File: config.mk
export PLATFORM = sky130hd
export DESIGN_NAME = gcd_decoder
export DESIGN_NICKNAME = d
export VERILOG_FILES = /design/src/gcd_pkg.sv /design/src/gcd_decoder.sv
export SDC_FILE = /design/constraint.sdc
export NUM_CORES = 1
export LEC_CHECK = 0
export BUFFER_PORTS_ARGS = -buffer_cell sky130_fd_sc_hd__buf_2
export CAP_MARGIN = 15
export CORE_MARGIN = 1
export CORE_UTILIZATION = 47
export DETAILED_ROUTE_END_ITERATION = 6
export PLACE_DENSITY = 0.63
export SYNTH_ARGS = -nofsm -noshare
export SYNTH_HDL_FRONTEND = slang
export SYNTH_SLANG_ARGS = --single-unit
File: constraint.sdc
create_clock -name pclk -period 3.4 [get_ports pclk]
set_input_delay 0.17 -clock pclk [delete_from_list [all_inputs] [get_ports pclk]]
set_output_delay 0.17 -clock pclk [all_outputs]
set_load 0.01 [all_outputs]
File: src/gcd_pkg.sv
// package: constants and carrier types for the gripper command decoder
package gcd_pkg;
  localparam logic [31:0] FRAME_START   = 32'hfffefdfc;
  localparam logic [7:0]  FRAME_END     = 8'hfb;
  localparam int          FRAME_BYTES   = 14;
  localparam logic [7:0]  RW_READ       = 8'h00;
  localparam logic [7:0]  RW_WRITE      = 8'h01;
  localparam logic [7:0]  FN_STATUS     = 8'h0f;
  localparam logic [7:0]  FN_PIN        = 8'h10;
  localparam logic [7:0]  FN_CANID      = 8'h12;
  localparam logic [7:0]  FN_VERSION    = 8'h13;
  localparam logic [7:0]  FN_RATE       = 8'h14;
  localparam logic [7:0]  SF_ONE        = 8'h01;
  localparam logic [7:0]  SF_G1_GRIP    = 8'h04;
  localparam logic [7:0]  SF_G2_GRIP    = 8'h08;
  localparam logic [7:0]  SF_PIN_EN     = 8'h09;
  localparam logic [7:0]  SF_G1_F2      = 8'h0a;
  localparam logic [7:0]  SF_G2_F2      = 8'h0b;
  localparam logic [7:0]  WILDCARD_ID   = 8'h00;
  localparam logic [7:0]  CANID_RST     = 8'h01;
  localparam logic [7:0]  CANID_MIN     = 8'h01;
  localparam logic [2:0]  RATE_RST      = 3'h0;
  localparam logic [31:0] RATE_MAX      = 32'h00000005;
  localparam logic [31:0] POS_MAX       = 32'h00000064;
  localparam logic [31:0] FORCE_MIN     = 32'h00000014;
  localparam logic [31:0] FORCE_MAX     = 32'h00000064;
  localparam logic [31:0] PARAM_RST     = 32'h00000000;
  localparam logic [31:0] FORCE_RST     = 32'h00000014;
  localparam logic [1:0]  ST_IDLE       = 2'h0;
  localparam logic [1:0]  ST_ARRIVED    = 2'h2;
  localparam logic [1:0]  ST_CAUGHT     = 2'h3;
  // apb register byte offsets
  localparam logic [7:0]  A_RX          = 8'h00;
  localparam logic [7:0]  A_TX          = 8'h04;
  localparam logic [7:0]  A_STAT        = 8'h08;
  localparam logic [7:0]  A_CFG         = 8'h0c;
  localparam logic [7:0]  A_VER         = 8'h10;
  localparam logic [7:0]  A_MOTION      = 8'h14;
  // one command: header fields plus signed data
  typedef struct packed {
    logic [7:0]  id;
    logic [7:0]  fn;
    logic [7:0]  sub;
    logic [7:0]  rw;
    logic [7:0]  rsv;
    logic [31:0] data;
  } gcd_cmd_t;
  // order: g1p1 g1p2 g1f1 g1f2 g2p1 g2p2 g2f1 g2f2
  typedef struct packed {
    logic [31:0] pos;
    logic [31:0] force_v;
    logic        valid;
  } gcd_move_t;
endpackage

File: src/gcd_decoder.sv
// gripper command decoder: framed byte stream in, reply bytes out, apb access
//
// Decided for this implementation: the address map and the APB slave port.
`timescale 1ns/1ps
// Overview of operation
// - frame starts fffefdfc, ends fb
// - read/write byte only zero or one
// - data is little-endian; ignored on reads
// - status query 0f/01 read returns state
// - status codes: 0 idle, 2 arrived, 3 caught
// - pin mode issues command matching pin state; a pin change in the cycle of an accepted 04/08 grip write issues none
// - two pins decode into four states
// - eight parameters stored, range checked, readable
// - sub-function to group parameter mapping
// - position uses force of same index
// - 04/08 write-only grip, data selects position
// - sub-function 09 pin mode enable switch
// - 12/01 reads or sets id 1-255
// - new id applies only after restart; here reset also sets the stored id back to 01, so a written id never goes live
// - id zero is wildcard for id access
// - 13/01 read returns firmware version
// - 14/01 rate index 0-5, after reboot; reset also clears the stored index to 0, so a written rate never goes live
// - rate index decodes to bit rate
module gcd_decoder #(
  parameter logic [31:0] FW_VERSION = 32'h00000001 // arbitrary value
) (
  input  wire logic        pclk,
  input  wire logic        presetn,
  input  wire logic        psel,
  input  wire logic        penable,
  input  wire logic        pwrite,
  input  wire logic [7:0]  paddr,
  input  wire logic [31:0] pwdata,
  output logic [31:0]      prdata,
  output logic             pready,
  output logic             pslverr,
  input  wire logic [1:0]  io_pins,
  output gcd_pkg::gcd_move_t move_r,
  output logic [7:0]       active_id_r,
  output logic [19:0]      active_kbps_r
);
  //////////////////////////////////////////////////////////////////////////
  typedef enum {S_RX, S_EXEC, S_TX} gcd_state_t;
  gcd_state_t          state_r;
  logic [7:0]          buf_r [gcd_pkg::FRAME_BYTES];
  logic [3:0]          cnt_r;
  logic [7:0]          stored_id_r;
  logic [2:0]          rate_r;
  logic                pin_en_r;
  logic [31:0]         par_r [8];
  logic [1:0]          motion_r;
  logic [1:0]          pins_q_r;
  logic                dropped_r;
  logic                tx_valid_r;
  gcd_pkg::gcd_cmd_t   cmd;
  logic                wr_acc, rd_acc, acc, known, ok, wdata_ok, fr_ok;
  logic [2:0]          pidx;
  logic [31:0]         rvalue, wv;

  wire acc_wr   = psel && penable && pwrite;
  wire acc_rd   = psel && penable && !pwrite;
  wire rx_push  = acc_wr && paddr == gcd_pkg::A_RX && state_r == gcd_state_t'(S_RX);
  wire tx_pop   = acc_rd && paddr == gcd_pkg::A_TX && state_r == gcd_state_t'(S_TX);

  //////////////////////////////////////////////////////////////////////////
  // frame fields, data little-endian
  always_comb begin
    cmd.id   = buf_r[4];
    cmd.fn   = buf_r[5];
    cmd.sub  = buf_r[6];
    cmd.rw   = buf_r[7];
    cmd.rsv  = buf_r[8];
    cmd.data = {buf_r[12], buf_r[11], buf_r[10], buf_r[9]};
    wv       = cmd.data;
  end

  always_comb begin
    fr_ok = {buf_r[0], buf_r[1], buf_r[2], buf_r[3]} == gcd_pkg::FRAME_START
            && buf_r[13] == gcd_pkg::FRAME_END;
    rd_acc = cmd.rw == gcd_pkg::RW_READ;
    wr_acc = cmd.rw == gcd_pkg::RW_WRITE;
    pidx   = 3'h0;
    known  = 1'b0;
    wdata_ok = 1'b1;
    rvalue = 32'h00000000;
    case (cmd.sub)
      8'h01: pidx = 3'h0;
      8'h02: pidx = 3'h1;
      8'h03: pidx = 3'h2;
      8'h0a: pidx = 3'h3;
      8'h05: pidx = 3'h4;
      8'h06: pidx = 3'h5;
      8'h07: pidx = 3'h6;
      8'h0b: pidx = 3'h7;
      default: pidx = 3'h0;
    endcase
    case (cmd.fn)
      gcd_pkg::FN_STATUS: begin
        known  = cmd.sub == gcd_pkg::SF_ONE && rd_acc;
        rvalue = {30'h0, motion_r};
      end
      gcd_pkg::FN_PIN: begin
        if (cmd.sub == gcd_pkg::SF_G1_GRIP || cmd.sub == gcd_pkg::SF_G2_GRIP) begin
          known    = wr_acc;
          wdata_ok = wv == 32'h0 || wv == 32'h1;
        end else if (cmd.sub == gcd_pkg::SF_PIN_EN) begin
          known    = 1'b1;
          wdata_ok = wv == 32'h0 || wv == 32'h1;
          rvalue   = {31'h0, pin_en_r};
        end else if (cmd.sub >= 8'h01 && cmd.sub <= gcd_pkg::SF_G2_F2) begin
          known  = 1'b1;
          rvalue = par_r[pidx];
          if (pidx[1]) wdata_ok = !wv[31] && wv >= gcd_pkg::FORCE_MIN
                                  && wv <= gcd_pkg::FORCE_MAX;
          else wdata_ok = !wv[31] && wv <= gcd_pkg::POS_MAX;
        end
      end
      gcd_pkg::FN_CANID: begin
        known    = cmd.sub == gcd_pkg::SF_ONE;
        wdata_ok = wv >= {24'h0, gcd_pkg::CANID_MIN} && wv <= 32'h000000ff;
        rvalue   = {24'h0, stored_id_r};
      end
      gcd_pkg::FN_VERSION: begin
        known  = cmd.sub == gcd_pkg::SF_ONE && rd_acc;
        rvalue = FW_VERSION;
      end
      gcd_pkg::FN_RATE: begin
        known    = cmd.sub == gcd_pkg::SF_ONE;
        wdata_ok = wv <= gcd_pkg::RATE_MAX;
        rvalue   = {29'h0, rate_r};
      end
      default: known = 1'b0;
    endcase
    // id access accepts the wildcard, everything else needs the live id
    ok = fr_ok && (rd_acc || wr_acc) && known && (rd_acc || wdata_ok)
         && (cmd.id == active_id_r
             || (cmd.fn == gcd_pkg::FN_CANID && cmd.id == gcd_pkg::WILDCARD_ID));
    acc = ok;
  end

  //////////////////////////////////////////////////////////////////////////
  // frame buffer: filled over apb, rewritten with the reply in exec
  always_ff @(posedge pclk or negedge presetn) begin
    if (!presetn) begin
      for (int i = 0; i < gcd_pkg::FRAME_BYTES; i++) buf_r[i] <= 8'h00;
    end else if (rx_push) begin
      buf_r[cnt_r] <= pwdata[7:0];
    end else if (state_r == gcd_state_t'(S_EXEC) && acc && rd_acc) begin
      buf_r[9]  <= rvalue[7:0];
      buf_r[10] <= rvalue[15:8];
      buf_r[11] <= rvalue[23:16];
      buf_r[12] <= rvalue[31:24];
    end
  end

  always_ff @(posedge pclk or negedge presetn) begin
    if (!presetn) begin
      state_r    <= S_RX;
      cnt_r      <= 4'h0;
      tx_valid_r <= 1'b0;
      dropped_r  <= 1'b0;
    end else begin
      case (state_r)
        S_RX: if (rx_push) begin
          if (cnt_r == 4'(gcd_pkg::FRAME_BYTES - 1)) begin
            cnt_r   <= 4'h0;
            state_r <= S_EXEC;
          end else begin
            cnt_r <= cnt_r + 4'h1;
          end
        end
        S_EXEC: begin
          dropped_r  <= !acc;
          tx_valid_r <= acc;
          state_r    <= acc ? S_TX : S_RX;
        end
        S_TX: if (tx_pop) begin
          if (cnt_r == 4'(gcd_pkg::FRAME_BYTES - 1)) begin
            cnt_r      <= 4'h0;
            tx_valid_r <= 1'b0;
            state_r    <= S_RX;
          end else begin
            cnt_r <= cnt_r + 4'h1;
          end
        end
        default: state_r <= S_RX;
      endcase
    end
  end

  //////////////////////////////////////////////////////////////////////////
  // settings written by accepted write frames
  wire do_wr = state_r == gcd_state_t'(S_EXEC) && acc && wr_acc;

  always_ff @(posedge pclk or negedge presetn) begin
    if (!presetn) begin
      // slots 2,3,6,7 are forces; reset picks by slot, never by live decode
      for (int i = 0; i < 8; i++) par_r[i] <= i[1] ? gcd_pkg::FORCE_RST : gcd_pkg::PARAM_RST;
      pin_en_r    <= 1'b0;
      stored_id_r <= gcd_pkg::CANID_RST;
      rate_r      <= gcd_pkg::RATE_RST;
    end else if (do_wr) begin
      if (cmd.fn == gcd_pkg::FN_PIN && cmd.sub == gcd_pkg::SF_PIN_EN)
        pin_en_r <= wv[0];
      else if (cmd.fn == gcd_pkg::FN_PIN && cmd.sub != gcd_pkg::SF_G1_GRIP
               && cmd.sub != gcd_pkg::SF_G2_GRIP)
        par_r[pidx] <= wv;
      if (cmd.fn == gcd_pkg::FN_CANID) stored_id_r <= wv[7:0];
      if (cmd.fn == gcd_pkg::FN_RATE) rate_r <= wv[2:0];
    end
  end

  // live id and rate load only at reset release (restart)
  logic boot_r;
  always_ff @(posedge pclk or negedge presetn) begin
    if (!presetn) begin
      boot_r        <= 1'b1;
      active_id_r   <= gcd_pkg::CANID_RST;
      active_kbps_r <= 20'h0;
    end else begin
      boot_r <= 1'b0;
      if (boot_r) begin
        active_id_r <= stored_id_r;
        case (rate_r)
          3'h0: active_kbps_r <= 20'h001f4;
          3'h1: active_kbps_r <= 20'h00190;
          3'h2: active_kbps_r <= 20'h000fa;
          3'h3: active_kbps_r <= 20'h000c8;
          3'h4: active_kbps_r <= 20'h0007d;
          default: active_kbps_r <= 20'h00064;
        endcase
      end
    end
  end

  //////////////////////////////////////////////////////////////////////////
  // move requests: grip commands and pin-mode pin changes
  // pins: bit1 picks group, bit0 picks position (four states)
  logic [2:0] mv_base;
  logic       mv_go;
  always_comb begin
    mv_go   = 1'b0;
    mv_base = 3'h0;
    if (do_wr && cmd.fn == gcd_pkg::FN_PIN
        && (cmd.sub == gcd_pkg::SF_G1_GRIP || cmd.sub == gcd_pkg::SF_G2_GRIP)) begin
      mv_go   = 1'b1;
      mv_base = {cmd.sub == gcd_pkg::SF_G2_GRIP, 1'b0, wv[0]};
    end else if (pin_en_r && io_pins != pins_q_r) begin
      mv_go   = 1'b1;
      mv_base = {io_pins[1], 1'b0, io_pins[0]};
    end
  end

  always_ff @(posedge pclk or negedge presetn) begin
    if (!presetn) begin
      pins_q_r <= 2'h0;
      move_r   <= '0;
    end else begin
      pins_q_r     <= io_pins;
      move_r.valid <= mv_go;
      if (mv_go) begin
        move_r.pos     <= par_r[mv_base];
        move_r.force_v <= par_r[mv_base | 3'h2];
      end
    end
  end

  // motion state reported by the actuator over apb
  always_ff @(posedge pclk or negedge presetn) begin
    if (!presetn) motion_r <= gcd_pkg::ST_IDLE;
    else if (acc_wr && paddr == gcd_pkg::A_MOTION) motion_r <= pwdata[1:0];
  end

  //////////////////////////////////////////////////////////////////////////
  // apb slave: zero wait, unmapped reads zero, error only for addresses above A_MOTION
  always_ff @(posedge pclk or negedge presetn) begin
    if (!presetn) begin
      prdata  <= 32'h0;
      pready  <= 1'b0;
      pslverr <= 1'b0;
    end else begin
      pready  <= psel && !penable;
      pslverr <= psel && !penable && paddr > gcd_pkg::A_MOTION;
      prdata  <= 32'h0;
      if (psel && !penable && !pwrite) begin
        case (paddr)
          gcd_pkg::A_TX:     prdata <= {24'h0, buf_r[cnt_r]};
          gcd_pkg::A_STAT:   prdata <= {24'h0, 2'(state_r), dropped_r, tx_valid_r, cnt_r};
          gcd_pkg::A_CFG:    prdata <= {8'h0, 5'h0, rate_r, stored_id_r, 7'h0, pin_en_r};
          gcd_pkg::A_VER:    prdata <= FW_VERSION;
          gcd_pkg::A_MOTION: prdata <= {30'h0, motion_r};
          default:           prdata <= 32'h0;
        endcase
      end
    end
  end

  //////////////////////////////////////////////////////////////////////////
  canid_range_a: assert property (@(posedge pclk) disable iff (!presetn)
    stored_id_r != 8'h00) else $error("stored id left range");
  rate_range_a: assert property (@(posedge pclk) disable iff (!presetn)
    rate_r <= 3'h5) else $error("rate index left range");
  bad_drop_a: assert property (@(posedge pclk) disable iff (!presetn)
    state_r == S_EXEC && !fr_ok |=> state_r == S_RX) else $error("bad frame answered");
  reply_go_a: assert property (@(posedge pclk) disable iff (!presetn)
    state_r == S_EXEC && acc |=> tx_valid_r && state_r == S_TX) else $error("no reply");
  id_hold_a: assert property (@(posedge pclk) disable iff (!presetn)
    !boot_r |=> $stable(active_id_r)) else $error("live id changed without restart");
  pin_en_a: assert property (@(posedge pclk) disable iff (!presetn)
    do_wr && cmd.fn == 8'h10 && cmd.sub == 8'h09 |=> pin_en_r == $past(wv[0]))
    else $error("pin enable not stored");
  move_force_a: assert property (@(posedge pclk) disable iff (!presetn)
    mv_go |=> move_r.valid && move_r.force_v == $past(par_r[mv_base | 3'h2]))
    else $error("position not paired with its force");
  status_rd_a: assert property (@(posedge pclk) disable iff (!presetn)
    state_r == S_EXEC && acc && cmd.fn == 8'h0f |=> buf_r[9] == {6'h0, $past(motion_r)})
    else $error("status not returned");
endmodule

Word-level counts from Yosys, hierarchy flattened

Memories as Yosys holds them, arrays and structs flattened.
Cells that the tools add are included.

Logic and storage cells: 213
Latch bits: 0
Output and inout port bits: 127
Bits in registers: 550
Memories kept: 1
Bits of input ports: 47
Memory bits (writable): 0
Bits in read-only memories: 48

Bitwise logic cells: 5
Add/sub/neg operators: 1
Reduce and logical (&&, ||, !) cells: 63
Divide/modulo/power cells: 0
$lt $le $gt $ge: 14
Multiplexer cells: 54
Multipliers: 0
Shift operators: 0
Eq/ne operators: 35

Memory list:

| name             | words | bits a word | read ports | clocked after memory_dff | write ports | RTL line          | text |
|---|---|---|---|---|---|---|---|
| (name not given) | 16    | 3           | 1          | 0                        | 0           | gcd_decoder.sv:86 | `case (cmd.sub)` |

Operators by type and width:

| cell                                                                | count |
|---|---|
| 2-to-1 mux 32 bit                                                   | 17 |
| binary-select mux 32 bit (select 3 bit)                             | 3 |
| bitwise mux 256 bit                                                 | 1 |
| case mux 32 bit (5 select lines)                                    | 1 |
| bitwise mux 112 bit                                                 | 1 |
| demux 32 bit (select 3 bit)                                         | 1 |
| zero test 32 bit                                                    | 3 |
| case mux 32 bit (3 select lines)                                    | 1 |
| case mux 19 bit (5 select lines)                                    | 1 |
| equality test 32 x 1 -> 1 bit (second input constant)               | 2 |
| equality test 32 x 2 -> 1 bit (second input constant)               | 2 |
| equality test 8 x 5 -> 1 bit (second input constant)                | 6 |
| case mux 9 bit (5 select lines)                                     | 1 |
| equality test 8 x 4 -> 1 bit (second input constant)                | 5 |
| logical AND 1 bit                                                   | 34 |
| binary-select mux 8 bit (select 4 bit)                              | 1 |
| demux 8 bit (select 4 bit)                                          | 1 |
| equality test 32 x 3 -> 1 bit (second input constant)               | 1 |
| equality test 32 bit (second input constant)                        | 1 |
| greater-or-equal comparator 32 x 1 -> 1 bit (second input constant) | 1 |
| greater-or-equal comparator 32 x 5 -> 1 bit (second input constant) | 1 |
| less-or-equal comparator 32 x 3 -> 1 bit (second input constant)    | 1 |
| less-or-equal comparator 32 x 7 -> 1 bit (second input constant)    | 1 |
| less-or-equal comparator 32 x 8 -> 1 bit (second input constant)    | 1 |
| 41 further kinds                                                    | 84 |

Logic depth before layout (Yosys ltp)

Gate-level depths: netlist (run 1).

Word-level depth: 20
Depth in mapped cells: 13
Gate-level depth less buffers: 9

Least setup slack after synthesis (run 1)

OpenSTA, ideal clock, no wires.

Kind: reg-to-reg
Start point: register buf_r[69] (netlist bit)
End point: register par_r[100] (netlist bit)
Required time: 3.275 ns
Path buffers: 1
Library setup time: 0.125 ns
Period minus slack after synthesis: 2.846 ns
Arrival: 2.722 ns
Cell stages (with the launch flop): 11
Setup slack: 0.554 ns
Cells stage by stage: dfrtp_1 nor3_2 nand2_1 nor3_1 o311ai_2 o211ai_2 o211a_1 nand3b_2 nor2_1 buf_2 mux2_2

Cells in the longest elaborated chain, start to end: 9
Elaborated cells on any way between the ends: 22
Classes of those cells: eq/ne (5); mux (2); bitwise (1); reduce/logical (14)

RTL lines:

| element                                                    | RTL line                              | text |
|---|---|---|
| from (decl)                                                | gcd_decoder.sv:45                     | `logic [7:0] buf_r [gcd_pkg::FRAME_BYTES];` |
| from (signal, indexed assignment)                          | gcd_decoder.sv:147                    | `buf_r[cnt_r] <= pwdata[7:0];` |
| equality test 8 x 5 -> 1 bit, or another cell as far along | gcd_decoder.sv:97, gcd_decoder.sv:137 |  |
| OR reduction 2 bit (no source line)                        | n/a                                   |  |
| case mux 1 bit (3 select lines)                            | gcd_decoder.sv:97                     | `case (cmd.fn)` |
| logical AND 1 bit (2 in series)                            | gcd_decoder.sv:135                    | `ok = fr_ok && (rd_acc \|\| wr_acc) && known && (rd_acc \|\| wdata_ok)` |
| logical AND 1 bit                                          | gcd_decoder.sv:136                    | `&& (cmd.id == active_id_r` |
| logical AND 1 bit (2 in series)                            | gcd_decoder.sv:193                    | `wire do_wr = state_r == gcd_state_t'(S_EXEC) && acc && wr_acc;` |
| AND reduction 3 bit (no source line) *                     | n/a                                   |  |
| to (signal, indexed assignment)                            | gcd_decoder.sv:207                    | `par_r[pidx] <= wv;` |
| to (decl)                                                  | gcd_decoder.sv:50                     | `logic [31:0] par_r [8];` |

Every way passes the cells marked *; elsewhere a longest branch is shown, timed or not.
A chain may end at the register's enable or synchronous reset.

Worst setup path in the final report (run 1)

Start point: register buf_r[64] (netlist bit)
End point: register move_r[4] (netlist bit)

Cells in the longest elaborated chain, start to end: 15
Elaborated cells on any way between the ends: 25
Classes of those cells: eq/ne (5); mux (7); bitwise (1); reduce/logical (12)

RTL lines:

| element                                                    | RTL line                              | text |
|---|---|---|
| equality test 8 x 5 -> 1 bit, or another cell as far along | gcd_decoder.sv:97, gcd_decoder.sv:137 |  |
| OR reduction 2 bit (no source line)                        | n/a                                   |  |
| case mux 1 bit (3 select lines)                            | gcd_decoder.sv:97                     |  |
| logical AND 1 bit (2 in series)                            | gcd_decoder.sv:135                    |  |
| logical AND 1 bit                                          | gcd_decoder.sv:136                    |  |
| logical AND 1 bit (2 in series)                            | gcd_decoder.sv:193                    |  |
| logical AND 1 bit *                                        | gcd_decoder.sv:244                    | `if (do_wr && cmd.fn == gcd_pkg::FN_PIN` |
| logical AND 1 bit *                                        | gcd_decoder.sv:245                    | `&& (cmd.sub == gcd_pkg::SF_G1_GRIP \|\| cmd.sub == gcd_pkg::SF_G2_GRIP)) begin` |
| 2-to-1 mux 3 bit                                           | gcd_decoder.sv:244                    |  |
| NOT 3 -> 4 bit (not written as such)                       | gcd_decoder.sv:263                    | `move_r.force_v <= par_r[mv_base \| 3'h2];` |
| binary-select mux 32 bit (select 3 bit)                    | gcd_decoder.sv:263                    |  |
| 2-to-1 mux 32 bit (not written as such) (2 in series)      | gcd_decoder.sv:263                    |  |
| to (decl)                                                  | gcd_decoder.sv:38                     | `output gcd_pkg::gcd_move_t move_r,` |

Every way passes the cells marked *; elsewhere a longest branch is shown, timed or not. The select of a mux whose other input is x is not followed.

==> out/results.tsv, run 1 <==
stage	metric	value	unit
worst_setup_path	Req. time, crit path	3.90	ns
sta	final worst-path cycle share	0.953	
global_route	first-pass GRT wire length	105000	µm
clock_network	Worst-path clk slew	0.06	ns
global_route	vias in the first global route	17240	
floorplanning	row count	80	
worst_setup_path	Setup crit end	move_r[4]$_DFFE_PN0P_	
worst_setup_path	R2R Setup Slk	0.16	ns
placed_design	port bufs	125	
worst_setup_path	Arrival @ worst endpoint	3.74	ns
pwr	peak supply drop	0.324	mV
pwr	register share of total power	0.483	
worst_setup_path	worst r2r path cells	10	
placed_design	Setup WS pre-CTS	0.117	ns
finish	FF/Latch Area	12400	µm²
worst_setup_path	WS Path Type	register to register	
clock_network	Post-CTS Setup Bufs	0	
routing	Routed Antenna Nets	0	
routing	Post-Route WL	68200	µm
global_route	total global routing track utilization	0.277	
synthesis	synth top area cells	dfrtp_1, mux2_2, mux2i_1	
synthesis	post-synthesis instance area	22700	µm²
worst_setup_path	r2r startpoint	buf_r[64]$_DFFE_PN0P_	
synthesis	distinct cell type count after synthesis	67	
placed_design	hpwl dp	43300	µm
synthesis	sequential-to-total area share from yosys stat	0.548	
pwr	switch share	0.215	
sta	RSZ-0062 raised after global routing	true	
finish	layout cells sized above 1	0.257	
sta	final setup fails	0	
finish	Post-layout nets	2148	
worst_setup_path	Worst Path Buf+Inv	1	
pwr	Psw	2.63	mW
floorplanning	initial core utilization	0.476	
worst_setup_path	reg2reg end	move_r[4]$_DFFE_PN0P_	
synthesis	synthesized instance count	1937	
placed_design	RePlAce Congestion	0.910	
clock_network	CTS tree	built	
run_status	status	finished, final reports clean	
pwr	clock share of power	0.497	
job	Max-cap violations	0	
finish	# fillers	4057	
routing	Initial DRC Count	1508	
synthesis	post-synth top area share	0.535	
pwr	internal cell power	9.63	mW
routing	Avg WL per Cell	24.7	µm
sta	Final WS setup	0.160	ns
finish	antenna cells	0	
sta	Tmin final	3.24	ns
sta	measured slew at the worst slew-check pin	0.941	ns
worst_setup_path	startpoint types	register	
min_path	min-delay worst type	input port to register	
global_route	largest net degree at the start of global routing	105	
global_route	initial antenna violation count	0	
worst_setup_path	critical path endpoint category	register	
sta	Fin Setup TNS	0	ns
worst_setup_path	worst-path cell chain	nor3b_2 -> nand2_1 -> a2111oi_0 -> o21ai_0 -> o211ai_2 -> and4_1 -> o21a_4 -> buf_12 -> mux2i_1 -> a221oi_1	
sta	Max-slew headroom	0.372	
sta	Slew Viols, Final	0	
sta	final hold vios	0	
routing	TritonRoute pass-1 iters	7	
worst_setup_path	crit-path max FO	35	
synthesis	Post-synth EDFFs	0	
pwr	Comb power frac	0.020	
pwr	PwrDens	461	nW/µm²
global_route	overall overflow remaining after global route	0	
worst_setup_path	Crit path depth	10	
synthesis	asr flop ratio synth	1.00	
clock_network	Clock Tree Root	clkbuf_16	
worst_setup_path	crit path launch	buf_r[64]$_DFFE_PN0P_	
floorplanning	chip width	222	µm
synthesis	Syn Area/Cell	11.7	µm²
sta	fmax	0.309	GHz
pwr	Leak Pwr	13.6	nW
floorplanning	Core Box Area	47600	µm²
synthesis	Synth warnings	0	
synthesis	Yosys reg bits	496	
floorplanning	IO Pins	174	
worst_setup_path	Largest delay share family, worst path	compound AO/OA/AOI/OAI gates	
routing	vias	16886	
finish	most frequent cells in the layout	dfrtp_1, nor2b_1, mux2_2	
clock_network	clk buf depth	3	
finish	area occupied by multi-input gates	9540	µm²
clock_network	CTS Sinks	496	
min_path	Min-Delay Path Depth	5	
synthesis	dominant cell type by area after synthesis	dfrtp_1	
floorplanning	Die H	222	µm
clock_network	clock insertion delay at the later pin of the skew report	0.62	ns
worst_setup_path	slowest stage cell on the critical path	dfrtp_1	
sta	clock skew	0.0357	ns
routing	number of remaining DRC errors	0	
finish	most common cell after layout, fill and taps aside	dfrtp_1	
finish	Area Overhead vs Synth	17.2	%
worst_setup_path	Worst path max stage delay	0.44	ns
routing	vias per cell	6.12	
floorplanning	die area	49200	µm²
synthesis	Post-synth top flop	dfrtp_1	
clock_network	H-tree levels	2	
clock_network	total CTS buffers	52	
-- power groups by stage --
stage | clock [mW] | combinational, mW | sequential [mW]
after floorplan | 0 | 0.0803 | 6.02
after global placement | 0 | 0.237 | 6.03
after detailed placement | 0 | 0.240 | 6.03
after CTS | 6.19 | 0.253 | 5.92
after global routing | 6.40 | 0.279 | 5.92
final | 6.09 | 0.247 | 5.92
-- layout make-up --
class                      count  area share
multi-input combinational   1286       0.359
clock buffer                  77      0.0593
sequential                   496       0.467
timing repair buffer         252      0.0739
inverter                      13     0.00184
tap                          615      0.0289
clock inverter                18      0.0100
-- worst min path at each step --
| stage | from | endpoint | slack [ns] |
|---|---|---|---|
| final | psel | state_r[1]$_DFFE_PN0P_ | 0.02 |
| after global placement | presetn | active_kbps_r[2]$_DFFE_PN0P_ | 0.21 |
| after floorplan | presetn | active_id_r[1]$_DFFE_PN0P_ | -0.13 |
| after CTS | pwdata[6] | buf_r[30]$_DFFE_PN0P_ | 0.001 |
| after detailed placement | presetn | active_kbps_r[2]$_DFFE_PN0P_ | 0.21 |
| after global routing | psel | state_r[1]$_DFFE_PN0P_ | 0.03 |
-- through the flow --
stage	utilization	total power, mW	instances	hold slack, ns	instance area, µm²
after floorplan	-	6.10	1961	-0.126	22800
after global placement	0.516	6.27	2647	0.213	24600
after detailed placement	0.516	6.27	2647	0.214	24600
after CTS	0.558	12.4	2757	0.00108	26600
after global routing	0.558	12.6	2757	0.0349	26600
final	0.558	12.3	2757	0.0229	26600
-- tightest hold or removal path, delay by kind of cell --
kind,cells,cell delay [ns]
and+or+nand+nor,3,0.20
AOI/OAI and AO/OA,1,0.10
buffers and inverters,1,0.11
-- synthesized netlist by cell type, drive strengths merged (17+ instances only) --
cell and number:
nand2 74, dfrtp 485, nor2b 212, mux2i 145, mux2 160, nor3 19
o22ai 113, a21oi 31, nor4 36, o21ai 35, mux4 24, nor2 140
a31oi 17, buf 65, clkbuf 101, nand4 19, nand3 32, a221oi 63
-- repair_timing --
item,4_1_cts,5_1_grt
resized for setup,0,6
hold buffers,15,0
setup endpoints to repair,0,135
endpoints found under the hold margin,76,0
-- sequential cells by signal, summed over array words and instances (netlist names), 3 cells and up --
signal         count
active_kbps_r      9
cnt_r              4
active_id_r        8
prdata            19
rate_r             3
buf_r            112
par_r            256
move_r            65
stored_id_r        8
-- cell families (layout without fill, tap and decap cells) --
kind of cell | count (synthesis) | after routing | share of synthesized area
compound gates | 330 | 330 | 0.103
xor+xnor | 11 | 11 | 0.00425
buf+inv | 179 | 360 | 0.0388
flops | 496 | 496 | 0.548
mux | 329 | 329 | 0.167
other cells | 1 | 25 | 0.000165
simple gates | 591 | 591 | 0.139
-- per-layer routing --
metal | vias to the layer above | track usage | part of all wire
met4 | 0 | 0.0923 | 0.029
met5 | - | 0 | 0
met1 | 8744 | 0.391 | 0.44
met2 | 666 | 0.444 | 0.47
li1 | 7339 | - | -
met3 | 137 | 0.0372 | 0.059
Note: power is estimated with default switching activity, not from simulation.
==> run 2: changes to the inputs <==
==> constraint.sdc (replaced) <==
create_clock -name pclk -period 3.05 [get_ports pclk]
set_input_delay 0.1525 -clock pclk [delete_from_list [all_inputs] [get_ports pclk]]
set_output_delay 0.1525 -clock pclk [all_outputs]
set_load 0.01 [all_outputs]
==> out/results.tsv, run 2 (same netlist as run 1, synthesis figures left out) <==
stage	metric	value	unit	change
run_status	status	finished with violations		
run_status	failing checks	DRC		
sta	Slew Viols, Final	0		unchanged
pwr	peak supply drop	0.442	mV	+37%
sta	fmax	0.330	GHz	+6.9%
floorplanning	IO Pins	174		unchanged
routing	top sig layer	met4		
floorplanning	row count	80		unchanged
global_route	overall overflow remaining after global route	0		unchanged
worst_setup_path	R2R Setup Slk	0.02	ns	-0.14 ns
pwr	Leak Pwr	14.0	nW	+2.9%
worst_setup_path	startpoint types	register		
sta	final hold vios	0		unchanged
routing	vias per cell	6.10		-0.42%
routing	met2 wire len	33100	µm	+2.4%
finish	cell area after layout	27300	µm²	+2.7%
routing	Post-Route WL	69700	µm	+2.2%
routing	met3 wire length	4250	µm	+5.3%
worst_setup_path	r2r startpoint	buf_r[62]$_DFFE_PN0P_		
sta	final worst-path cycle share	0.994		+0.0407
sta	final setup fails	0		unchanged
sta	measured slew at the worst slew-check pin	0.969	ns	+0.0279 ns
finish	max reg flops	256		unchanged
worst_setup_path	Arrival @ worst endpoint	3.54	ns	-0.20 ns
min_path	min-delay worst type	input port to register		
placed_design	port bufs	125		unchanged
worst_setup_path	WS Path Type	register to register		
min_path	Min-Delay Path Depth	3		-2
floorplanning	Core Box Area	47600	µm²	unchanged
finish	most common cell after layout, fill and taps aside	dfrtp_1		
clock_network	clock insertion delay at the later pin of the skew report	0.62	ns	about the same
finish	Top Registers	par_r: 256 flops, buf_r: 112 flops, move_r: 65 flops		
finish	layout cells sized above 1	0.280		+0.0230
pwr	PwrDens	492	nW/µm²	+6.8%
global_route	largest net degree at the start of global routing	86		-18%
routing	TritonRoute pass-1 iters	7		unchanged
routing	Routed Antenna Nets	0		unchanged
worst_setup_path	critical path endpoint category	register		
floorplanning	initial core utilization	0.476		unchanged
finish	most frequent cells in the layout	dfrtp_1, nor2b_1, mux2_2		
sta	clock skew	0.0367	ns	+0.000913 ns
finish	Post-layout nets	2208		+2.8%
sta	Max-slew headroom	0.354		-0.0186
min_path	Hold Path End	buf_r[32]$_DFFE_PN0P_		
routing	Avg WL per Cell	24.8	µm	+0.16%
routing	number of remaining DRC errors	3		+3
min_path	Hold Startpoint	pwdata[0]		
clock_network	total CTS buffers	54		+3.8%
floorplanning	die area	49200	µm²	unchanged
finish	Area Overhead vs Synth	20.4	%	
placed_design	hpwl dp	44100	µm	+1.9%
finish	FF/Latch Area	12400	µm²	unchanged
placed_design	Post-DP Area	25000	µm²	+1.8%
finish	Biggest register	par_r		
clock_network	CTS Sinks	496		unchanged
clock_network	Clock Tree Root	clkbuf_16		
global_route	vias in the first global route	17360		+0.70%
job	Max-cap violations	0		unchanged
global_route	first-pass GRT wire length	107000	µm	+1.9%
placed_design	RePlAce Congestion	0.897		-1.4%
routing	vias	17157		+1.6%
clock_network	H-tree levels	2		unchanged
finish	# fillers	3942		-2.8%
worst_setup_path	reg2reg end	move_r[63]$_DFFE_PN0P_		
worst_setup_path	worst r2r path cells	10		unchanged
sta	RSZ-0062 raised after global routing	true		
global_route	initial antenna violation count	0		unchanged
clock_network	clk buf depth	3		unchanged
sta	Tmin final	3.03	ns	-0.209 ns
sta	Fin Setup TNS	0	ns	unchanged
routing	DRT met1 WL	30400	µm	+1.8%
worst_setup_path	Req. time, crit path	3.56	ns	-0.34 ns
clock_network	Worst-path clk slew	0.06	ns	about the same
finish	antenna cells	0		unchanged
global_route	total global routing track utilization	0.282		+0.00495
finish	area occupied by multi-input gates	9690	µm²	+1.6%
sta	Final WS setup	0.0189	ns	-0.141 ns
placed_design	Setup WS pre-CTS	-0.102	ns	-0.219 ns
routing	Initial DRC Count	1612		+6.9%
floorplanning	chip width	222	µm	unchanged
floorplanning	Die H	222	µm	unchanged
clock_network	CTS tree	built		
worst_setup_path	crit-path max FO	12		-66%
==> run 2: final cells by class <==
type	instances	area share
Clock buffer	78	0.0565
Clock inverter	15	0.00742
Inverter	13	0.00179
Multi-Input combinational cell	1288	0.355
Sequential cell	496	0.455
Tap cell	615	0.0282
Timing Repair Buffer	308	0.0963
==> run 2: worst max path at each step <==
stage | startpoint | endpoint | slack (ns) | cells past startpoint
after global routing | paddr[6] | buf_r[95]$_DFFE_PN0P_ | -0.1 | 11
final | buf_r[62]$_DFFE_PN0P_ | move_r[63]$_DFFE_PN0P_ | 0.02 | 10
after global placement | buf_r[61]$_DFFE_PN0P_ | move_r[39]$_DFFE_PN0P_ | 0.03 | 10
after floorplan | buf_r[69]$_DFFE_PN0P_ | par_r[100]$_DFFE_PN0P_ | 0.20 | 10
after CTS | buf_r[69]$_DFFE_PN0P_ | move_r[21]$_DFFE_PN0P_ | 0.04 | 10
after detailed placement | buf_r[11]$_DFFE_PN0P_ | move_r[4]$_DFFE_PN0P_ | -0.10 | 10
==> run 2: layer usage <==
layer,vias up,GRT usage
li1,7465,-
met1,8897,0.400
met2,660,0.447
met3,135,0.0421
met4,0,0.0918
met5,-,0
==> run 2: power breakdown <==
| part | internal, mW | switching (mW) | total, mW |
|---|---|---|---|
| Clock | 3.84 | 2.71 | 6.54 |
| Combinational | 0.0721 | 0.220 | 0.292 |
| Sequential | 6.59 | 0.0126 | 6.60 |
| Total | 10.5 | 2.94 | 13.4 |
==> run 2: critical path, cell delays in order, from the launching register on <==
cell and delay [ns]:
dfrtp_1 0.40, or4_4 0.60, a211oi_4 0.28, o31ai_2 0.12
o311ai_2 0.10, o211ai_2 0.18, and4_4 0.24, o21a_2 0.33
clkbuf_16 0.24, mux2i_1 0.13, a221oi_1 0.31
==> run 2: stage by stage <==
stage / cells / utilization / total power [mW] / hold slack (ns)
floorplan: 1961 / - / 6.80 / -0.143
global placement: 2690 / 0.525 / 7.00 / 0.229
detailed placement: 2690 / 0.525 / 7.00 / 0.233
CTS: 2805 / 0.568 / 13.6 / 0.00497
global route: 2813 / 0.573 / 13.8 / 0.0478
finish: 2813 / 0.573 / 13.4 / 0.0363
==> run 2: repair_timing <==
item,4_1_cts,5_1_grt
pin swaps,1,7
endpoints found under the hold margin,89,0
gates resized for setup,7,34
endpoints found under the setup margin,35,267
cloned,3,5
hold buffers,19,0
buffers inserted,0,3
